`src/design/sstc_params.svh`:
```
// Register map, field positions, reset values and counts of the serial core.
`ifndef SSTC_PARAMS_SVH
`define SSTC_PARAMS_SVH
// ----------------------------------------------------------------------
// Register indices; the byte address is four times the index.
// ----------------------------------------------------------------------
`define SSTC_AW 6
`define SSTC_IDX_CR1 4'h0
`define SSTC_IDX_CR2 4'h1
`define SSTC_IDX_BR 4'h2
`define SSTC_IDX_SR 4'h3
`define SSTC_IDX_RSV4 4'h4
`define SSTC_IDX_DR 4'h5
`define SSTC_IDX_RSV6 4'h6
`define SSTC_IDX_RSV7 4'h7
`define SSTC_IDX_IST 4'h8
`define SSTC_IDX_ICLR 4'h9
`define SSTC_IDX_IEN 4'ha
// ----------------------------------------------------------------------
// Field positions.
// ----------------------------------------------------------------------
`define SSTC_CR1_IRQE 7
`define SSTC_CR1_MODE 6
`define SSTC_CR1_TXIE 5
`define SSTC_CR1_MASTER_SELECT 4
`define SSTC_CR1_CLOCK_IDLE_LEVEL 3
`define SSTC_CR1_CLOCK_SAMPLE_PHASE 2
`define SSTC_CR1_SELECT_OUTPUT_ENABLE 1
`define SSTC_CR1_LSBF 0
`define SSTC_CR2_FDE 4
`define SSTC_CR2_MASK 8'h13
`define SSTC_BR_MASK 8'h77
`define SSTC_SR_DONE 7
`define SSTC_SR_TXE 5
`define SSTC_SR_FLT 4
`define SSTC_EV_DONE 0
`define SSTC_EV_TXE 1
`define SSTC_EV_FLT 2
// ----------------------------------------------------------------------
// Reset values, counts and bus answers.
// ----------------------------------------------------------------------
`define SSTC_CR1_RST 8'h00
`define SSTC_CR2_RST 8'h00
`define SSTC_BR_RST 8'h00
`define SSTC_IEN_RST 3'h0
`define SSTC_PIN_RST 4'h1
`define SSTC_EDGES 5'h10
`define SSTC_RESP_OK 2'h0
`define SSTC_RESP_ERR 2'h2
`endif

```
`src/design/sstc_pkg.sv`:
```
// Types shared by the serial core and its pin synchroniser.
package sstc_pkg;
  typedef enum logic [2:0] {
    SSTC_IDLE = 3'h0,
    SSTC_LEAD = 3'h1,
    SSTC_SHIFT = 3'h3,
    SSTC_TRAIL = 3'h2,
    SSTC_GAP = 3'h6
  } sstc_fsm_t;
  typedef struct packed {
    logic sck;
    logic mosi;
    logic miso;
    logic ss_n;
  } sstc_pins_t;
  typedef struct packed {
    sstc_pins_t s1;
    sstc_pins_t s2;
    sstc_pins_t s3;
    sstc_pins_t q;
  } sstc_sync_t;
  typedef struct packed {
    sstc_fsm_t fsm;
    logic [7:0] cr1;
    logic [7:0] cr2;
    logic [7:0] br;
    logic [7:0] tx_buf;
    logic tx_full;
    logic [7:0] rx_data;
    logic [7:0] sh;
    logic rx_bit;
    logic [4:0] edges;
    logic [10:0] cnt;
    logic sck_o;
    logic dout;
    logic ss_o;
    logic done;
    logic fault;
    logic sr_seen;
    logic [2:0] ist;
    logic [2:0] ien;
    logic aw_ok;
    logic [3:0] awidx;
    logic w_ok;
    logic [7:0] wdat;
    logic wen;
    logic bvalid;
    logic bresp_err;
    logic rvalid;
    logic rresp_err;
    logic [7:0] rdat;
    logic sck_prev;
  } sstc_state_t;
endpackage

```
`src/design/sstc_core.sv`:
```
// Eight-bit full-duplex serial shift core, master or slave, with AXI regs.
`timescale 1ns/1ps
`include "sstc_params.svh"
module sstc_core import sstc_pkg::*; (
  input wire logic aclk,
  input wire logic aresetn,
  input wire logic ce,
  input wire logic awvalid,
  output logic awready,
  input wire logic [`SSTC_AW-1:0] awaddr,
  input wire logic wvalid,
  output logic wready,
  input wire logic [31:0] wdata,
  input wire logic [3:0] wstrb,
  output logic bvalid,
  input wire logic bready,
  output logic [1:0] bresp,
  input wire logic arvalid,
  output logic arready,
  input wire logic [`SSTC_AW-1:0] araddr,
  output logic rvalid,
  input wire logic rready,
  output logic [31:0] rdata,
  output logic [1:0] rresp,
  input wire sstc_pins_t pin_i,
  output sstc_pins_t pin_o,
  output sstc_pins_t pin_oe,
  output logic irq
);
  localparam sstc_state_t ST_RST = '{
    fsm: SSTC_IDLE, cr1: `SSTC_CR1_RST, cr2: `SSTC_CR2_RST,
    br: `SSTC_BR_RST, ien: `SSTC_IEN_RST, ss_o: 1'b1, default: '0};

  sstc_state_t s;
  sstc_state_t n;
  sstc_pins_t pq;
  logic [2:0] ev;
  logic [2:0] clr;
  logic [7:0] sr;
  logic [4:0] e;
  logic [10:0] half;
  logic tick;
  logic edge_now;
  logic bit_in;
  logic fault_now;
  logic mst;
  logic en;
  logic clock_idle_level;
  logic clock_sample_phase;
  logic lsbf;
  logic ss_drive;

  // ----------------------------------------------------------------------
  // Helpers
  // ----------------------------------------------------------------------
  // Bit presented on the data line for the chosen bit order.
  function automatic logic outbit(input logic [7:0] v, input logic lsbf_i);
    return lsbf_i ? v[0] : v[7];
  endfunction

  // Shift one captured bit into the register for the chosen bit order.
  function automatic logic [7:0] shin(input logic [7:0] v, input logic b,
                                      input logic lsbf_i);
    return lsbf_i ? {b, v[7:1]} : {v[6:0], b};
  endfunction

  // Bus clocks per half serial clock period.
  function automatic logic [10:0] half_of(input logic [7:0] b);
    return 11'((11'(b[6:4]) + 11'h001) << b[2:0]);
  endfunction

  // ----------------------------------------------------------------------
  // Pin synchroniser
  // ----------------------------------------------------------------------
  sstc_pin_sync u_sync (
    .aclk(aclk),
    .aresetn(aresetn),
    .ce(ce),
    .pin_i(pin_i),
    .pin_q(pq)
  );

  // Control fields used throughout.
  assign mst = s.cr1[`SSTC_CR1_MASTER_SELECT];
  assign en = s.cr1[`SSTC_CR1_MODE];
  assign clock_idle_level = s.cr1[`SSTC_CR1_CLOCK_IDLE_LEVEL];
  assign clock_sample_phase = s.cr1[`SSTC_CR1_CLOCK_SAMPLE_PHASE];
  assign lsbf = s.cr1[`SSTC_CR1_LSBF];
  assign ss_drive = s.cr1[`SSTC_CR1_SELECT_OUTPUT_ENABLE] & s.cr2[`SSTC_CR2_FDE];
  assign half = half_of(s.br);

  // ----------------------------------------------------------------------
  // Next state
  // ----------------------------------------------------------------------
  // Order matters: reads clear flags first, the engine may then set them
  // again so a set wins, and bus writes come last so a data byte written
  // in the cycle the engine empties the buffer is kept, not lost.
  always_comb begin
    n = s;
    ev = 3'h0;
    clr = 3'h0;
    tick = 1'b0;
    edge_now = 1'b0;
    bit_in = 1'b0;
    fault_now = 1'b0;
    e = 5'(s.edges + 5'h01);
    sr = 8'h00;
    sr[`SSTC_SR_DONE] = s.done;
    sr[`SSTC_SR_TXE] = ~s.tx_full;
    sr[`SSTC_SR_FLT] = s.fault;

    // Read channel; status read then data read clears the done flag.
    if (s.rvalid && rready) begin
      n.rvalid = 1'b0;
    end
    if (arvalid && !s.rvalid) begin
      n.rvalid = 1'b1;
      n.rresp_err = 1'b0;
      n.rdat = 8'h00;
      case (araddr[5:2])
        `SSTC_IDX_CR1: n.rdat = s.cr1;
        `SSTC_IDX_CR2: n.rdat = s.cr2;
        `SSTC_IDX_BR: n.rdat = s.br;
        `SSTC_IDX_SR: begin
          n.rdat = sr;
          n.sr_seen = s.done;
        end
        `SSTC_IDX_DR: begin
          n.rdat = s.rx_data;
          if (s.sr_seen) begin
            n.done = 1'b0;
            n.sr_seen = 1'b0;
          end
        end
        `SSTC_IDX_IST: n.rdat = {5'h00, s.ist};
        `SSTC_IDX_IEN: n.rdat = {5'h00, s.ien};
        `SSTC_IDX_RSV4, `SSTC_IDX_RSV6, `SSTC_IDX_RSV7,
        `SSTC_IDX_ICLR: n.rdat = 8'h00;
        default: n.rresp_err = 1'b1;
      endcase
    end

    // Transfer engine.
    if (!en) begin
      n.fsm = SSTC_IDLE;
      n.edges = 5'h00;
      n.cnt = 11'h000;
      n.sck_o = clock_idle_level;
      n.ss_o = 1'b1;
    end else if (mst) begin
      // A low select while we do not drive it means a rival master.
      fault_now = s.cr2[`SSTC_CR2_FDE] & ~s.cr1[`SSTC_CR1_SELECT_OUTPUT_ENABLE] &
                  ~pq.ss_n;
      if (fault_now) begin
        n.fault = 1'b1;
        ev[`SSTC_EV_FLT] = ~s.fault;
        n.cr1[`SSTC_CR1_MASTER_SELECT] = 1'b0;
        n.fsm = SSTC_IDLE;
        n.edges = 5'h00;
        n.sck_o = clock_idle_level;
        n.ss_o = 1'b1;
      end else begin
        tick = (s.fsm != SSTC_IDLE) && (s.cnt == 11'h000);
        if (s.fsm != SSTC_IDLE) begin
          n.cnt = tick ? 11'(half - 11'h001) : 11'(s.cnt - 11'h001);
        end
        unique case (s.fsm)
          SSTC_IDLE: begin
            n.sck_o = clock_idle_level;
            n.ss_o = 1'b1;
            if (s.tx_full) begin
              n.sh = s.tx_buf;
              n.tx_full = 1'b0;
              ev[`SSTC_EV_TXE] = 1'b1;
              n.edges = 5'h00;
              n.ss_o = 1'b0;
              n.cnt = 11'(half - 11'h001);
              n.fsm = SSTC_LEAD;
            end
          end
          SSTC_LEAD, SSTC_SHIFT: begin
            // First edge comes one half period after the lead-in.
            if (tick) begin
              edge_now = 1'b1;
              bit_in = pq.miso;
              n.fsm = (e == `SSTC_EDGES) ? SSTC_TRAIL : SSTC_SHIFT;
            end
          end
          SSTC_TRAIL: begin
            if (tick) begin
              // Phase one latches its last bit on the final edge, so the
              // closing shift waits until here to keep the data line still.
              if (clock_sample_phase) begin
                n.sh = shin(s.sh, s.rx_bit, lsbf);
              end
              n.rx_data = n.sh;
              n.done = 1'b1;
              ev[`SSTC_EV_DONE] = 1'b1;
              n.edges = 5'h00;
              // Select must bounce in phase zero, so no chaining there while the core drives it.
              if (s.tx_full && (clock_sample_phase || !ss_drive)) begin
                n.sh = s.tx_buf;
                n.tx_full = 1'b0;
                ev[`SSTC_EV_TXE] = 1'b1;
                n.fsm = SSTC_SHIFT;
              end else begin
                n.ss_o = 1'b1;
                n.fsm = SSTC_GAP;
              end
            end
          end
          SSTC_GAP: begin
            if (tick) begin
              n.fsm = SSTC_IDLE;
            end
          end
          default: n.fsm = SSTC_IDLE;
        endcase
      end
    end else begin
      // Slave: clock edges are found by comparing filtered samples.
      n.fsm = SSTC_IDLE;
      n.sck_prev = pq.sck;
      if (pq.ss_n) begin
        n.edges = 5'h00;
      end else if (pq.sck != s.sck_prev) begin
        edge_now = 1'b1;
        bit_in = pq.mosi;
      end
      if (s.tx_full && s.edges == 5'h00 && !edge_now) begin
        n.sh = s.tx_buf;
        n.tx_full = 1'b0;
        ev[`SSTC_EV_TXE] = 1'b1;
      end
    end

    // One serial clock edge: latch or shift by phase and edge number.
    if (edge_now) begin
      n.edges = e;
      if (mst) begin
        n.sck_o = ~s.sck_o;
      end
      if (clock_sample_phase ? ~e[0] : e[0]) begin
        n.rx_bit = bit_in;
        if (clock_sample_phase && e == `SSTC_EDGES && !mst) begin
          n.sh = shin(s.sh, bit_in, lsbf);
        end
      end else if (!clock_sample_phase || e != 5'h01) begin
        n.sh = shin(s.sh, s.rx_bit, lsbf);
      end
      if (!mst && e == `SSTC_EDGES) begin
        n.rx_data = n.sh;
        n.done = 1'b1;
        ev[`SSTC_EV_DONE] = 1'b1;
        n.edges = 5'h00;
      end
    end

    // Write channel; address and data are taken in either order.
    if (s.bvalid && bready) begin
      n.bvalid = 1'b0;
    end
    if (awvalid && !s.aw_ok && !s.bvalid) begin
      n.aw_ok = 1'b1;
      n.awidx = awaddr[5:2];
    end
    if (wvalid && !s.w_ok && !s.bvalid) begin
      n.w_ok = 1'b1;
      n.wdat = wdata[7:0];
      n.wen = wstrb[0];
    end
    if (s.aw_ok && s.w_ok) begin
      n.aw_ok = 1'b0;
      n.w_ok = 1'b0;
      n.bvalid = 1'b1;
      n.bresp_err = 1'b0;
      case (s.awidx)
        `SSTC_IDX_CR1: begin
          if (s.wen) begin
            n.cr1 = s.wdat;
            n.fault = fault_now;
          end
        end
        `SSTC_IDX_CR2: if (s.wen) n.cr2 = s.wdat & `SSTC_CR2_MASK;
        `SSTC_IDX_BR: if (s.wen) n.br = s.wdat & `SSTC_BR_MASK;
        `SSTC_IDX_DR: begin
          if (s.wen) begin
            n.tx_buf = s.wdat;
            n.tx_full = 1'b1;
          end
        end
        `SSTC_IDX_ICLR: if (s.wen) clr = s.wdat[2:0];
        `SSTC_IDX_IEN: if (s.wen) n.ien = s.wdat[2:0];
        `SSTC_IDX_SR, `SSTC_IDX_RSV4, `SSTC_IDX_RSV6,
        `SSTC_IDX_RSV7, `SSTC_IDX_IST: n.bresp_err = 1'b0;
        default: n.bresp_err = 1'b1;
      endcase
    end

    // Sticky events; a new event beats a clear in the same cycle.
    n.ist = (s.ist & ~clr) | ev;
    n.dout = outbit(n.sh, lsbf);
  end

  // All state is held still while the clock enable is low.
  always_ff @(posedge aclk) begin
    if (!aresetn) begin
      s <= ST_RST;
    end else if (ce) begin
      s <= n;
    end
  end

  // ----------------------------------------------------------------------
  // Outputs
  // ----------------------------------------------------------------------
  // The slave data line is released whenever select is high.
  assign pin_o = '{sck: s.sck_o, mosi: s.dout, miso: s.dout, ss_n: s.ss_o};
  assign pin_oe = '{sck: mst & en, mosi: mst & en,
                    miso: ~mst & en & ~pq.ss_n,
                    ss_n: mst & en & ss_drive};
  assign irq = |(s.ist & s.ien & {s.cr1[`SSTC_CR1_IRQE],
                 s.cr1[`SSTC_CR1_TXIE], s.cr1[`SSTC_CR1_IRQE]});
  assign awready = ~s.aw_ok & ~s.bvalid;
  assign wready = ~s.w_ok & ~s.bvalid;
  assign bvalid = s.bvalid;
  assign bresp = s.bresp_err ? `SSTC_RESP_ERR : `SSTC_RESP_OK;
  assign arready = ~s.rvalid;
  assign rvalid = s.rvalid;
  assign rdata = {24'h000000, s.rdat};
  assign rresp = s.rresp_err ? `SSTC_RESP_ERR : `SSTC_RESP_OK;
endmodule

```
`src/design/sstc_pin_sync.sv`:
```
// Three-stage synchroniser with agreement filter for the serial pins.
`timescale 1ns/1ps
`include "sstc_params.svh"
module sstc_pin_sync import sstc_pkg::*; (
  input wire logic aclk,
  input wire logic aresetn,
  input wire logic ce,
  input wire sstc_pins_t pin_i,
  output sstc_pins_t pin_q
);
  sstc_sync_t s;
  sstc_sync_t n;

  // The output only follows once stages two and three agree.
  always_comb begin
    n = s;
    n.s1 = pin_i;
    n.s2 = s.s1;
    n.s3 = s.s2;
    n.q = sstc_pins_t'((s.s3 & ~(s.s2 ^ s.s3)) | (s.q & (s.s2 ^ s.s3)));
  end

  // Pins idle with select high so nothing is selected out of reset.
  always_ff @(posedge aclk) begin
    if (!aresetn) begin
      s <= sstc_sync_t'({4{`SSTC_PIN_RST}});
    end else if (ce) begin
      s <= n;
    end
  end

  assign pin_q = s.q;
endmodule

```
`config.mk`:
```
export PLATFORM = sky130hd
export DESIGN_NAME = sstc_core
export DESIGN_NICKNAME = d
export VERILOG_FILES = /design/src/design/sstc_pkg.sv /design/src/design/sstc_core.sv /design/src/design/sstc_pin_sync.sv
export VERILOG_INCLUDE_DIRS = /design/src /design/src/design
export SDC_FILE = /design/constraint.sdc
export NUM_CORES = 1
export LEC_CHECK = 0
export BUFFER_PORTS_ARGS = -buffer_cell sky130_fd_sc_hd__buf_2
export CAP_MARGIN = 20
export CORE_ASPECT_RATIO = 0.6
export CORE_MARGIN = 5
export CORE_UTILIZATION = 30
export DETAILED_ROUTE_END_ITERATION = 10
export HOLD_SLACK_MARGIN = 0.06
export MAX_ROUTING_LAYER = met4
export PLACE_DENSITY_LB_ADDON = 0.2
export SLEW_MARGIN = 15
export SYNTH_ARGS = -nofsm -noshare
export SYNTH_HDL_FRONTEND = slang
export SYNTH_SLANG_ARGS = --single-unit
```
`constraint.sdc`:
```
create_clock -name aclk -period 6.49 [get_ports aclk]
set_input_delay 0.9735 -clock aclk [delete_from_list [all_inputs] [get_ports aclk]]
set_output_delay 0.9735 -clock aclk [all_outputs]
set_load 0.005 [all_outputs]
```
# Word level (Yosys, flattened, before mapping)
# Cells that the tools add are included.
# word_totals
reg_bits	118
latch_bits	0
ramBits	0
mem_bits_ro	0
in_bits	60
out_inout_bits	50
word_cells	322
n_memories	0
# op_classes
add_sub_neg	4
n_mul	0
div_mod_pow	0
magnitude_cmp	0
n_eq_ne	40
n_shift	1
mux	140
bitwise	30
reduce_logical	60
# op_table
cell	count
8-bit 2-to-1 mux	20
17-bit 2-to-1 mux	8
1-bit 2-to-1 mux	62
8-bit one-hot mux with 7 select lines	1
5-bit 2-to-1 mux	9
3-bit 2-to-1 mux	13
11-bit 2-to-1 mux	3
4-bit by 3-bit equality test with 1-bit output (second input constant)	8
30-bit 2-to-1 mux	1
4-bit equality test (second input constant)	6
12-bit 2-to-1 mux	2
22-bit 2-to-1 mux	1
11-bit OR reduction	2
11-bit by 1-bit subtractor with 11-bit output (second input constant)	2
10-bit 2-to-1 mux	2
5-bit inequality test (second input constant)	4
4-bit AND reduction	5
9-bit 2-to-1 mux	2
4-bit by 2-bit equality test with 1-bit output (second input constant)	4
16-bit 2-to-1 mux	1
8-bit one-hot mux with 2 select lines	1
2-bit AND reduction	8
1-bit logical AND	15
5-bit AND reduction	3
other kinds (41)	92

# Depth between registers and ports, before layout
# Gate-level depths: netlist of run 1.
# logic_depth
depth_word	22
depth_mapped	11
mapped_depth_nobuf	9

# Cells and area by module
# A second synthesis of run 1 with hierarchy kept.
# hier_totals
cells_unflattened	964
area_unflattened_um2	7614.8
# by_module_without_submodules
module	n_inst	cells_each	area_each_um2	seq_area_each_um2
sstc_core	1	899	6924.1	2042.0
sstc_pin_sync	1	65	690.7	320.3

# Worst setup path before layout of run 1
# No wires, ideal clock.
# synth_timing
path_type	input-to-reg
start	in ce
end	reg s[74] (netlist bit)
setup_ns	0.128
arrival_time_ns	2.364
required_time_ns	6.362
path_slack_ns	3.998
stages	8
path_buffers	2
path_cell_list	buf_2 > nand3_1 > nor2_1 > nand2_1 > nor3_1 > buf_1 > mux2i_1 > nor2_1
# synth_between
elab_chain_len	1
# synth_lines
item	line_no	source
from (decl)	sstc_core.sv:7	input wire logic ce,
4-bit AND reduction (no source line)	--	
to (signal assigned)	sstc_core.sv:310	s <= n;
to (decl)	sstc_core.sv:34	sstc_state_t s;
# Every way passes these cells.
# A chain may end at the register's enable or synchronous reset.

# Worst setup path in the final report of run 1
# layout_timing
start	reg s (netlist bit mst)
end	reg s (netlist bit pin_o[1])
# layout_between
elab_chain_len	7
elab_cells_between_ends	14
classes_between	mux (12); reduce/logical (2)
# layout_lines
item	line_no	source
1-bit 2-to-1 mux	sstc_core.sv:150	end else if (mst) begin
1-bit 2-to-1 mux	sstc_core.sv:144	if (!en) begin
8-bit 2-to-1 mux	sstc_core.sv:64	return lsbf_i ? {b, v[7:1]} : {v[6:0], b};
8-bit 2-to-1 mux	sstc_core.sv:245	if (clock_sample_phase && e == `SSTC_EDGES && !mst) begin
8-bit 2-to-1 mux	sstc_core.sv:243	if (clock_sample_phase ? ~e[0] : e[0]) begin
22-bit 2-to-1 mux *	sstc_core.sv:238	if (edge_now) begin
1-bit 2-to-1 mux *	sstc_core.sv:58	return lsbf_i ? v[0] : v[7];
# Every way passes the cells marked *; elsewhere a longest branch is shown, timed or not.

==> out/results.tsv, run 1 <==
stage	metric	value	unit
detailed_routing	uppermost signal routing layer after detailed routing	met4	
cells_and_area	Layout Nets	1044	
cells_and_area	fraction of final layout cells sized beyond drive strength 1	0.125	
global_routing	global route total overflow	0	
yosys	number of synthesized register bits	118	
detailed_routing	number of search-and-repair iterations in the first detailed-routing pass	5	
sta	max-slew violations	0	
detailed_routing	met3 wire length	1950	µm
yosys	number of distinct standard cells referenced by the synthesized netlist	90	
setup_path	arrival time of the worst setup path	3.67	ns
run	count of maximum capacitance violations	0	
global_routing	first-pass GRT wire length	37100	µm
global_routing	pin count of the biggest net entering global routing	85	
setup_path	data required time at the worst endpoint	6.77	ns
setup_path	endpoint kind of the worst setup timing path	register	
cells_and_area	Area Growth Syn to Fin	11.7	%
clock_tree	post-cts hold buffer count	0	
detailed_routing	total wire length after detailed routing	23600	µm
clock_tree	maximum buffer depth of the clock tree	2	
placement	sum of net half-perimeters after detailed placement	17100	µm
die	number of top-level pins	110	
detailed_routing	count of routing violations after the opening detailed-route iteration	609	
clock_tree	clock slew seen by the registers of the worst setup and hold paths	0.06	ns
sta	worst slew pin tran	1.02	ns
detailed_routing	met2 wire len	8930	µm
cells_and_area	number of filler cells placed in the layout	2614	
sta	setup violation total in the final timing report	0	
hold_path	Tightest Hold Check Type	reg2reg	
global_routing	vias in the first global route	6264	
yosys	post-synthesis instance area	7530	µm²
yosys	yosys synthesis warning count	0	
sta	headroom to the max-slew limit	0.318	
power	clock power share	0.552	
yosys	Synth Area per Inst	7.71	µm²
detailed_routing	Routed met1 length	12500	µm
power	switching power share of the total	0.221	
setup_path	highest net fanout along the worst path	13	
sta	worst-case hold slack	0.454	ns
die	height of the chip	133	µm
sta	final period demand of the worst path	3.38	ns
yosys	synthesized instance count	976	
clock_tree	number of levels in the clock H-tree	4	
yosys	number of enable-type register cells in the synthesized netlist	0	
detailed_routing	average wire per cell in the routed design	17.9	µm
die	Die Footprint	28500	µm²
power	net switching power figure	0.000409	W
clock_tree	Clock Latency Late Sink	0.43	ns
power	power share of the sequential group	0.404	
detailed_routing	DRC violations left	0	
sta	Worst Skew	0.0137	ns
sta	maximum clock frequency	296	MHz
setup_path	type of element launching the critical path	register	
power	combinational fraction of design power	0.044	
sta	setup repair after global routing missed its margin	no	
sta	setup TNS	0	ns
yosys	Primary FF master, synth	sky130_fd_sc_hd__dfxtp_1	
power	maximum VDD drop	137	µV
die	Rows	44	
clock_tree	CTS tree	done	
yosys	sequential-to-total area share from yosys stat	0.314	
clock_tree	CTS sink count	118	
power	Static Leakage	3.01	nW
clock_tree	number of instances resized during post-cts repair	0	
clock_tree	CTS root buf	sky130_fd_sc_hd__clkbuf_16	
global_routing	number of antenna violations at the first check in global routing	2	
sta	Final period util	0.521	
clock_tree	clock buffer count from CTS	17	
placement	Routability Congestion	0.891	
detailed_routing	Antenna Nets Post-Route	0	
global_routing	global router's overall resource usage	0.168	
clock_tree	Post-CTS Repair Setup Buffers	0	
setup_path	path type of the worst setup path	reg2reg	
die	Starting Density	0.308	
die	floorplan die width	215	µm
power	internal cell power	0.00144	W
placement	count of input and output buffers	52	
outcome	status	completed	
sta	final hold violation count	0	
power	Power Dens Cells	220	nW/µm²
detailed_routing	Via-to-Cell Ratio	5.40	
detailed_routing	overall via count from detail_route	7088	
yosys	async set or reset register ratio after synthesis	0	
die	total core area	24400	µm²
## cells by family (layout without fill, tap and decap cells)
logic type      after synthesis  count (layout)  synth area share
flops                       118             118             0.314
other cells                   1              28          0.000498
buf+inv                     121             109            0.0851
xor+xnor                     13              13            0.0176
fa+ha+maj                     7               7            0.0116
simple gates                376             376             0.245
compound gates              276             276             0.236
mux                          64              64            0.0901
## worst paths after layout
check,startpoint,end,slack [ns],cells after the start
worst max register to register,mst,pin_o[1],3.11,7
worst min-delay path,s[9],s[9],0.45,2
worst max-delay path,mst,pin_o[1],3.11,7
worst min register to register,s[9],s[9],0.45,2
## area by class of cell
class / instances / area [µm²] / area share
multi-input combinational: 762 / 4630 / 0.550
tap: 322 / 403 / 0.0479
timing repair buffer: 59 / 313 / 0.0372
antenna: 2 / 5.00 / 0.000595
inverter: 19 / 72.6 / 0.00862
sequential: 118 / 2360 / 0.281
clock buffer: 23 / 488 / 0.0580
clock inverter: 8 / 145 / 0.0172
## critical path: stages (launching register included)
cell                       delay (ns)
sky130_fd_sc_hd__dfxtp_1         0.65
sky130_fd_sc_hd__nand2_1         0.26
sky130_fd_sc_hd__nor3_2          0.55
sky130_fd_sc_hd__a31oi_4         0.24
sky130_fd_sc_hd__a211oi_2        0.78
sky130_fd_sc_hd__inv_1           0.09
sky130_fd_sc_hd__a211oi_1        0.46
sky130_fd_sc_hd__o221ai_1        0.20
## cell usage in the layout, fill, tap and decap left out, drive strengths merged, types with 11 or more instances in the layout
master | synthesis | final
nor2 | 132 | 132
dfxtp | 118 | 118
a21oi | 111 | 111
nand2 | 102 | 102
o21ai | 62 | 62
mux2i | 61 | 61
buf | 64 | 59
conb | 1 | 26
nand3 | 24 | 24
clkbuf | 38 | 23
nor3 | 22 | 22
inv | 19 | 18
and3 | 12 | 12
nand2b | 11 | 11
o221ai | 11 | 11
o211ai | 11 | 11
## synth_stat cells (3+ instances only)
cell type | number | area, µm²
sky130_fd_sc_hd__a221oi_1 | 5 | 43.8
sky130_fd_sc_hd__a21oi_1 | 111 | 556
sky130_fd_sc_hd__a21o_1 | 4 | 30.0
sky130_fd_sc_hd__nor4b_1 | 5 | 43.8
sky130_fd_sc_hd__o221ai_1 | 11 | 96.3
sky130_fd_sc_hd__ha_1 | 7 | 87.6
sky130_fd_sc_hd__a32o_1 | 4 | 40.0
sky130_fd_sc_hd__nor3b_1 | 5 | 37.5
sky130_fd_sc_hd__buf_4 | 43 | 323
sky130_fd_sc_hd__mux2i_1 | 61 | 611
sky130_fd_sc_hd__xor2_1 | 4 | 35.0
sky130_fd_sc_hd__o21ai_1 | 3 | 15.0
sky130_fd_sc_hd__nor4b_2 | 3 | 45.0
sky130_fd_sc_hd__buf_2 | 13 | 65.1
sky130_fd_sc_hd__inv_1 | 17 | 63.8
sky130_fd_sc_hd__o22ai_1 | 3 | 18.8
sky130_fd_sc_hd__nand2_1 | 100 | 375
sky130_fd_sc_hd__dfxtp_1 | 118 | 2360
sky130_fd_sc_hd__nand2b_1 | 11 | 68.8
sky130_fd_sc_hd__nand3_1 | 24 | 120
sky130_fd_sc_hd__nor2_1 | 131 | 492
sky130_fd_sc_hd__a211oi_1 | 8 | 60.1
sky130_fd_sc_hd__o21ai_0 | 58 | 290
sky130_fd_sc_hd__and2_1 | 8 | 50.1
sky130_fd_sc_hd__nor3_1 | 17 | 85.1
sky130_fd_sc_hd__and3_1 | 11 | 68.8
sky130_fd_sc_hd__clkbuf_1 | 37 | 139
sky130_fd_sc_hd__nand4_1 | 10 | 62.6
sky130_fd_sc_hd__nor3_2 | 5 | 50.1
sky130_fd_sc_hd__mux4_2 | 3 | 67.6
sky130_fd_sc_hd__o21a_1 | 3 | 22.5
sky130_fd_sc_hd__or3_1 | 8 | 50.1
sky130_fd_sc_hd__nor2b_1 | 6 | 37.5
sky130_fd_sc_hd__a31oi_1 | 9 | 56.3
sky130_fd_sc_hd__nand3b_1 | 7 | 52.6
sky130_fd_sc_hd__a22oi_1 | 6 | 45.0
sky130_fd_sc_hd__o2111ai_1 | 6 | 52.6
sky130_fd_sc_hd__o211ai_1 | 10 | 75.1
sky130_fd_sc_hd__buf_1 | 7 | 26.3
sky130_fd_sc_hd__xnor2_1 | 8 | 70.1
sky130_fd_sc_hd__nor4_1 | 7 | 43.8
## metal layers
layer | global-route usage | vias to the layer above
met5 | - | -
met4 | 0.0315 | 0
met3 | 0.0511 | 18
met2 | 0.205 | 265
met1 | 0.263 | 3337
li1 | - | 3468
## flip-flops by register name (all words and copies together) (netlist names), 3 cells and up, named ones only
name / count
pin_o: 3
u_sync.s: 4
rdata: 8
u_sync.n: 8
s: 84
## power by group through the flow
stage,Combinational (W),Sequential (W),Clock (W)
floorplan,0.0000671,0.000758,0
global placement,0.0000819,0.000762,0
detailed placement,0.0000819,0.000762,0
CTS,0.0000821,0.000747,0.00104
global route,0.0000919,0.000749,0.00107
finish,0.0000820,0.000747,0.00102
## per-stage QoR
| stage | cell area (µm²) | total power [W] | worst slack [ns] | cells | util |
|---|---|---|---|---|---|
| after floorplan | 7620 | 0.000825 | 4.00 | 1001 | - |
| after global placement | 7780 | 0.000844 | 3.27 | 1280 | 0.318 |
| after detailed placement | 7780 | 0.000844 | 3.19 | 1280 | 0.318 |
| after CTS | 8410 | 0.00187 | 3.17 | 1311 | 0.344 |
| after global routing | 8410 | 0.00191 | 2.88 | 1313 | 0.344 |
| final | 8410 | 0.00185 | 3.11 | 1313 | 0.344 |
Note: power is estimated with default switching activity, not from simulation.
==> run 2, diff against run 1 <==
Clock period 6.49 ns to 3.3 ns, I/O delays scaled along.
==> run 2 against run 1 <==
Net effect: sequential power is 97% higher; highest routed layer unchanged; non-clock buffer count is 26 higher; global-route usage is 0.67 points higher; combinational power is 100% higher.
==> out/results.tsv, run 2 (synthesis gave the netlist of run 1 again) <==
stage	metric	value	unit	change
sta	setup repair after global routing missed its margin	no		
clock_tree	maximum buffer depth of the clock tree	2		unchanged
detailed_routing	number of search-and-repair iterations in the first detailed-routing pass	5		unchanged
detailed_routing	Via-to-Cell Ratio	5.37		-0.49%
setup_path	type of element launching the critical path	register		
detailed_routing	DRC violations left	0		unchanged
setup_path	highest net fanout along the worst path	10		-3
clock_tree	clock buffer count from CTS	17		unchanged
cells_and_area	number of flip-flops in the largest register	84		unchanged
run	count of maximum capacitance violations	0		unchanged
detailed_routing	total wire length after detailed routing	24300	µm	+3.1%
global_routing	first-pass GRT wire length	38700	µm	+4.3%
global_routing	pin count of the biggest net entering global routing	91		+7.1%
die	Starting Density	0.308		unchanged
cells_and_area	Layout Nets	1070		+2.5%
die	total core area	24400	µm²	unchanged
global_routing	number of antenna violations at the first check in global routing	1		-1
sta	headroom to the max-slew limit	0.544		+0.226
die	height of the chip	133	µm	unchanged
clock_tree	clock slew seen by the registers of the worst setup and hold paths	0.05	ns	about the same
global_routing	vias in the first global route	6571		+4.9%
cells_and_area	Area Growth Syn to Fin	14.6	%	
sta	setup TNS	0	ns	unchanged
sta	Final period util	0.855		+0.334
hold_path	hold_sp	pin_i[0]		
cells_and_area	commonest cells after routing, fill and taps aside	131 x sky130_fd_sc_hd__nor2_1, 118 x sky130_fd_sc_hd__dfxtp_1, 111 x sky130_fd_sc_hd__a21oi_1		
setup_path	startpoint of the lowest-slack register-to-register path	s[51]		
sta	max-slew violations	0		unchanged
setup_path	endpoint kind of the worst setup timing path	register		
sta	Worst Skew	0.0133	ns	-0.000379 ns
setup_path	arrival time of the worst setup path	3.12	ns	-0.55 ns
sta	maximum clock frequency	354	MHz	+20%
sta	final period demand of the worst path	2.82	ns	-0.560 ns
global_routing	global router's overall resource usage	0.175		+0.00666
detailed_routing	average wire per cell in the routed design	18.1	µm	+1.1%
power	Power Dens Cells	424	nW/µm²	+93%
global_routing	global route total overflow	0		unchanged
die	Die Footprint	28500	µm²	unchanged
cells_and_area	fraction of final layout cells sized beyond drive strength 1	0.150		+0.0242
detailed_routing	overall via count from detail_route	7193		+1.5%
placement	count of input and output buffers	52		unchanged
power	Static Leakage	3.15	nW	+4.7%
cells_and_area	most common cell after layout, fill and taps aside	sky130_fd_sc_hd__nor2_1		
placement	Routability Congestion	0.929		+4.4%
die	floorplan die width	215	µm	unchanged
placement	post-placement cell count	1306		+2.0%
clock_tree	Clock Latency Late Sink	0.44	ns	about the same
cells_and_area	Largest Register	s		
sta	worst slew pin tran	0.675	ns	-0.346 ns
clock_tree	CTS sink count	118		unchanged
sta	final hold violation count	0		unchanged
clock_tree	Post-CTS Repair Setup Buffers	0		unchanged
setup_path	data required time at the worst endpoint	3.60	ns	-3.17 ns
die	number of top-level pins	110		unchanged
detailed_routing	Antenna Nets Post-Route	0		unchanged
power	maximum VDD drop	282	µV	+110%
cells_and_area	Cell Count, Final, Fillers Out	1339		+2.0%
clock_tree	number of levels in the clock H-tree	4		unchanged
hold_path	Tightest Hold Check Type	in2reg		
sta	setup violation total in the final timing report	0		unchanged
setup_path	path type of the worst setup path	reg2reg		
outcome	status	completed		
clock_tree	post-cts hold buffer count	0		unchanged
detailed_routing	count of routing violations after the opening detailed-route iteration	685		+12%
setup_path	source of the critical timing path	s[51]		
placement	sum of net half-perimeters after detailed placement	18100	µm	+5.8%
clock_tree	number of instances resized during post-cts repair	0		unchanged
die	Rows	44		unchanged
clock_tree	CTS tree	done		
clock_tree	CTS root buf	sky130_fd_sc_hd__clkbuf_16		
-- run 2: cell types whose count changed in the layout (fill, tap and decap cells not counted), sizes merged --
cell and change:
clkinv +2, inv +1, buf +26, clkbuf -2, diode -1
-- run 2: through the flow --
| step | cell area (µm²) | hold slack, ns | utilization | power [W] | worst slack, ns |
|---|---|---|---|---|---|
| after floorplan | 7620 | 0.432 | - | 0.00162 | 1.01 |
| after global placement | 7980 | 0.445 | 0.327 | 0.00166 | 0.552 |
| after detailed placement | 7980 | 0.451 | 0.327 | 0.00167 | 0.528 |
| after CTS | 8630 | 0.271 | 0.353 | 0.00370 | 0.502 |
| after global routing | 8630 | 0.271 | 0.353 | 0.00380 | 0.223 |
| final | 8630 | 0.278 | 0.353 | 0.00366 | 0.479 |
-- run 2: area by class of cell --
class | instances | area (µm²)
clock buffer | 21 | 470
inverter | 19 | 72.6
antenna | 1 | 2.50
multi-input combinational | 762 | 4630
clock inverter | 11 | 171
tap | 322 | 403
fill | 2645 | 15800
timing repair buffer | 85 | 520
sequential | 118 | 2360
-- run 2: worst max-delay path, cell delays in order (launching register included) --
cell and delay (ns):
sky130_fd_sc_hd__dfxtp_1 0.42, sky130_fd_sc_hd__inv_1 0.10, sky130_fd_sc_hd__ha_1 0.17, sky130_fd_sc_hd__nor4b_1 0.28, sky130_fd_sc_hd__buf_4 0.18, sky130_fd_sc_hd__o211ai_1 0.17
sky130_fd_sc_hd__nor2_1 0.31, sky130_fd_sc_hd__mux2i_1 0.22, sky130_fd_sc_hd__o21ai_1 0.16, sky130_fd_sc_hd__a211oi_1 0.48, sky130_fd_sc_hd__o221ai_1 0.19
-- run 2: path summary, 6_finish.rpt --
check	cells after the start	end	slack, ns
worst max-delay path	10	pin_o[1]	0.48
worst min-delay path	3	u_sync.n[8]	0.28
worst max register to register	10	pin_o[1]	0.48
worst min register to register	2	s[9]	0.46
-- run 2: report_power, final --
| group | internal (W) | switching [W] |
|---|---|---|
| Clock | 0.00132 | 0.000703 |
| Sequential | 0.00144 | 0.0000244 |
| Combinational | 0.0000563 | 0.000110 |
-- run 2: metal layers --
metal,vias up,wire length (µm),global-route usage
li1,3522,-,-
met4,0,245,0.0390
met1,3380,12900,0.267
met2,270,9050,0.216
met5,-,0,-
met3,21,2060,0.0564
==> run 3, diff against run 2 <==
Settings changed: ABC_CLOCK_PERIOD_IN_PS set to 2800, SKIP_LAST_GASP set to 1.
Clock period 3.3 ns to 2.8 ns, I/O delays scaled along.
==> run 3 against run 2 <==
Net effect: core utilization up 0.86 points; clock skew about the same; register-to-register slack lost 0.37 ns; maximum frequency is 4.9% higher; combinational power rose by 19%; worst setup slack worse by 0.37 ns; critical path type unchanged.
==> out/results.tsv, run 3 (synthesis gave the netlist of run 1 again) <==
stage	metric	value	unit	change
power	switching power share of the total	0.265		+0.0359
setup_path	Register-to-Register Setup Slack	0.11	ns	-0.37 ns
sta	final period demand of the worst path	2.69	ns	-0.131 ns
setup_path	path type of the worst setup path	reg2reg		
cells_and_area	Antenna Diode Count	0		-1
detailed_routing	DRC violations left	0		unchanged
detailed_routing	total wire length after detailed routing	24600	µm	+1.4%
clock_tree	clock buffer count from CTS	17		unchanged
power	clock power share	0.530		-0.023
power	Static Leakage	3.30	nW	+4.7%
global_routing	number of antenna violations at the first check in global routing	0		-1
hold_path	Tightest Hold Check Type	in2reg		
run	count of maximum capacitance violations	0		unchanged
setup_path	data required time at the worst endpoint	3.09	ns	-0.51 ns
setup_path	endpoint kind of the worst setup timing path	register		
detailed_routing	Antenna Nets Post-Route	0		unchanged
detailed_routing	Via-to-Cell Ratio	5.30		-1.3%
power	net switching power figure	0.00109	W	+30%
die	height of the chip	133	µm	unchanged
global_routing	vias in the first global route	6512		-0.90%
die	number of top-level pins	110		unchanged
sta	Final period util	0.961		+0.106
setup_path	highest net fanout along the worst path	5		-5
cells_and_area	fin area	8840	µm²	+2.4%
placement	area post-placement	8250	µm²	+3.3%
clock_tree	CTS sink count	118		unchanged
clock_tree	Clock Latency Late Sink	0.44	ns	about the same
detailed_routing	number of search-and-repair iterations in the first detailed-routing pass	5		unchanged
clock_tree	maximum buffer depth of the clock tree	2		unchanged
power	Power Dens Cells	465	nW/µm²	+9.6%
cells_and_area	Largest Register	s		
power	overall power after layout	0.00411	W	+12%
sta	maximum clock frequency	372	MHz	+4.9%
sta	final hold violation count	0		unchanged
cells_and_area	commonest cells after routing, fill and taps aside	131 x sky130_fd_sc_hd__nor2_1, 118 x sky130_fd_sc_hd__dfxtp_1, 110 x sky130_fd_sc_hd__a21oi_1		
global_routing	global route total overflow	0		unchanged
cells_and_area	Layout Nets	1105		+3.3%
setup_path	cell repeated most along the worst path	sky130_fd_sc_hd__a221oi_1		
setup_path	Slowest cell on crit path	sky130_fd_sc_hd__a221oi_1		
global_routing	global router's overall resource usage	0.175		+0.000426
setup_path	type of element launching the critical path	register		
sta	max-slew violations	0		unchanged
clock_tree	CTS tree	done		
placement	count of input and output buffers	52		unchanged
die	Die Footprint	28500	µm²	unchanged
global_routing	first-pass GRT wire length	38800	µm	+0.21%
outcome	status	completed		
setup_path	cells along the critical path	inv_1 > ha_1 > nor4b_2 > and3_2 > a41o_1 > a221oi_1 > o21ai_0 > a221oi_1 > o221ai_1		
setup_path	source of the critical timing path	s[40]		
die	Rows	44		unchanged
setup_path	Worst path max stage delay	0.46	ns	-0.02 ns
sta	setup TNS	0	ns	unchanged
sta	setup violation total in the final timing report	0		unchanged
placement	sum of net half-perimeters after detailed placement	18500	µm	+2.4%
cells_and_area	most common cell after layout, fill and taps aside	sky130_fd_sc_hd__nor2_1		
die	total core area	24400	µm²	unchanged
sta	worst slew pin tran	0.680	ns	+0.00552 ns
sta	headroom to the max-slew limit	0.545		+0.000981
placement	Routability Congestion	0.917		-1.3%
die	Starting Density	0.308		unchanged
power	power share of the sequential group	0.422		+0.021
power	combinational fraction of design power	0.048		+0.003
cells_and_area	number of flip-flops in the largest register	84		unchanged
setup_path	startpoint of the lowest-slack register-to-register path	s[40]		
detailed_routing	overall via count from detail_route	7283		+1.3%
power	internal cell power	0.00302	W	+7.0%
clock_tree	clock slew seen by the registers of the worst setup and hold paths	0.06	ns	about the same
clock_tree	CTS root buf	sky130_fd_sc_hd__clkbuf_16		
power	maximum VDD drop	283	µV	+0.35%
clock_tree	number of levels in the clock H-tree	4		unchanged
detailed_routing	count of routing violations after the opening detailed-route iteration	661		-3.5%
sta	Worst Skew	0.0137	ns	+0.000375 ns
die	floorplan die width	215	µm	unchanged
setup_path	arrival time of the worst setup path	2.99	ns	-0.13 ns
cells_and_area	fraction of final layout cells sized beyond drive strength 1	0.181		+0.0312
hold_path	hold_sp	pin_i[0]		
detailed_routing	average wire per cell in the routed design	17.9	µm	-1.1%
cells_and_area	Area Growth Syn to Fin	17.4	%	
global_routing	pin count of the biggest net entering global routing	87		-4.4%
sta	setup repair after global routing missed its margin	no		
[run 3: layer usage]
layer | global-route usage | routed length [µm] | up-vias | part of all wire
met5 | - | 0 | - | 0
met4 | 0.0350 | 192 | 0 | 0.0078
li1 | - | - | 3599 | -
met2 | 0.219 | 9390 | 232 | 0.38
met3 | 0.0436 | 1790 | 18 | 0.073
met1 | 0.275 | 13300 | 3434 | 0.54
[run 3: repair_timing]
action | in CTS | in global routing
setup buffers | 0 | 0
resized for setup | 0 | 2
hold buffers | 0 | 0
endpoints found under the setup margin | 0 | 8
[run 3: power by group through the flow]
stage               registers [W]  clock network [W]  logic, W
detailed placement        0.00177                  0  0.000197
finish                    0.00173            0.00218  0.000198
global placement          0.00177                  0  0.000197
floorplan                 0.00176                  0  0.000155
CTS                       0.00173            0.00222  0.000198
global route              0.00174            0.00230  0.000220
[run 3: critical path, delay by kind of cell (launching register included)]
family	cells	cell delay, ns
buffers and inverters	1	0.08
AOI/OAI and AO/OA	5	1.37
adders and majority gates	1	0.23
and+or+nand+nor	2	0.47
DFF	1	0.39
[run 3: cell type report]
cell class                 count  area (µm²)
multi-input combinational    762        4630
sequential                   118        2360
clock buffer                  17         425
inverter                      19        72.6
tap                          322         403
fill                        2631       15600
clock inverter                15         161
timing repair buffer         120         783
[run 3: final timing paths]
kind | endpoint | depth (start not counted)
max | pin_o[1] | 9
min | u_sync.n[8] | 3
max reg2reg | pin_o[1] | 9
min reg2reg | s[9] | 2
[run 3: per-stage QoR]
step                       util  hold slack, ns  setup WS, ns  instances
after floorplan               -           0.432         0.511       1001
after global placement    0.337           0.445         0.201       1341
after detailed placement  0.337           0.446         0.204       1341
after CTS                 0.361           0.204         0.175       1373
after global routing      0.362           0.210        0.0306       1373
final                     0.362           0.210         0.109       1373
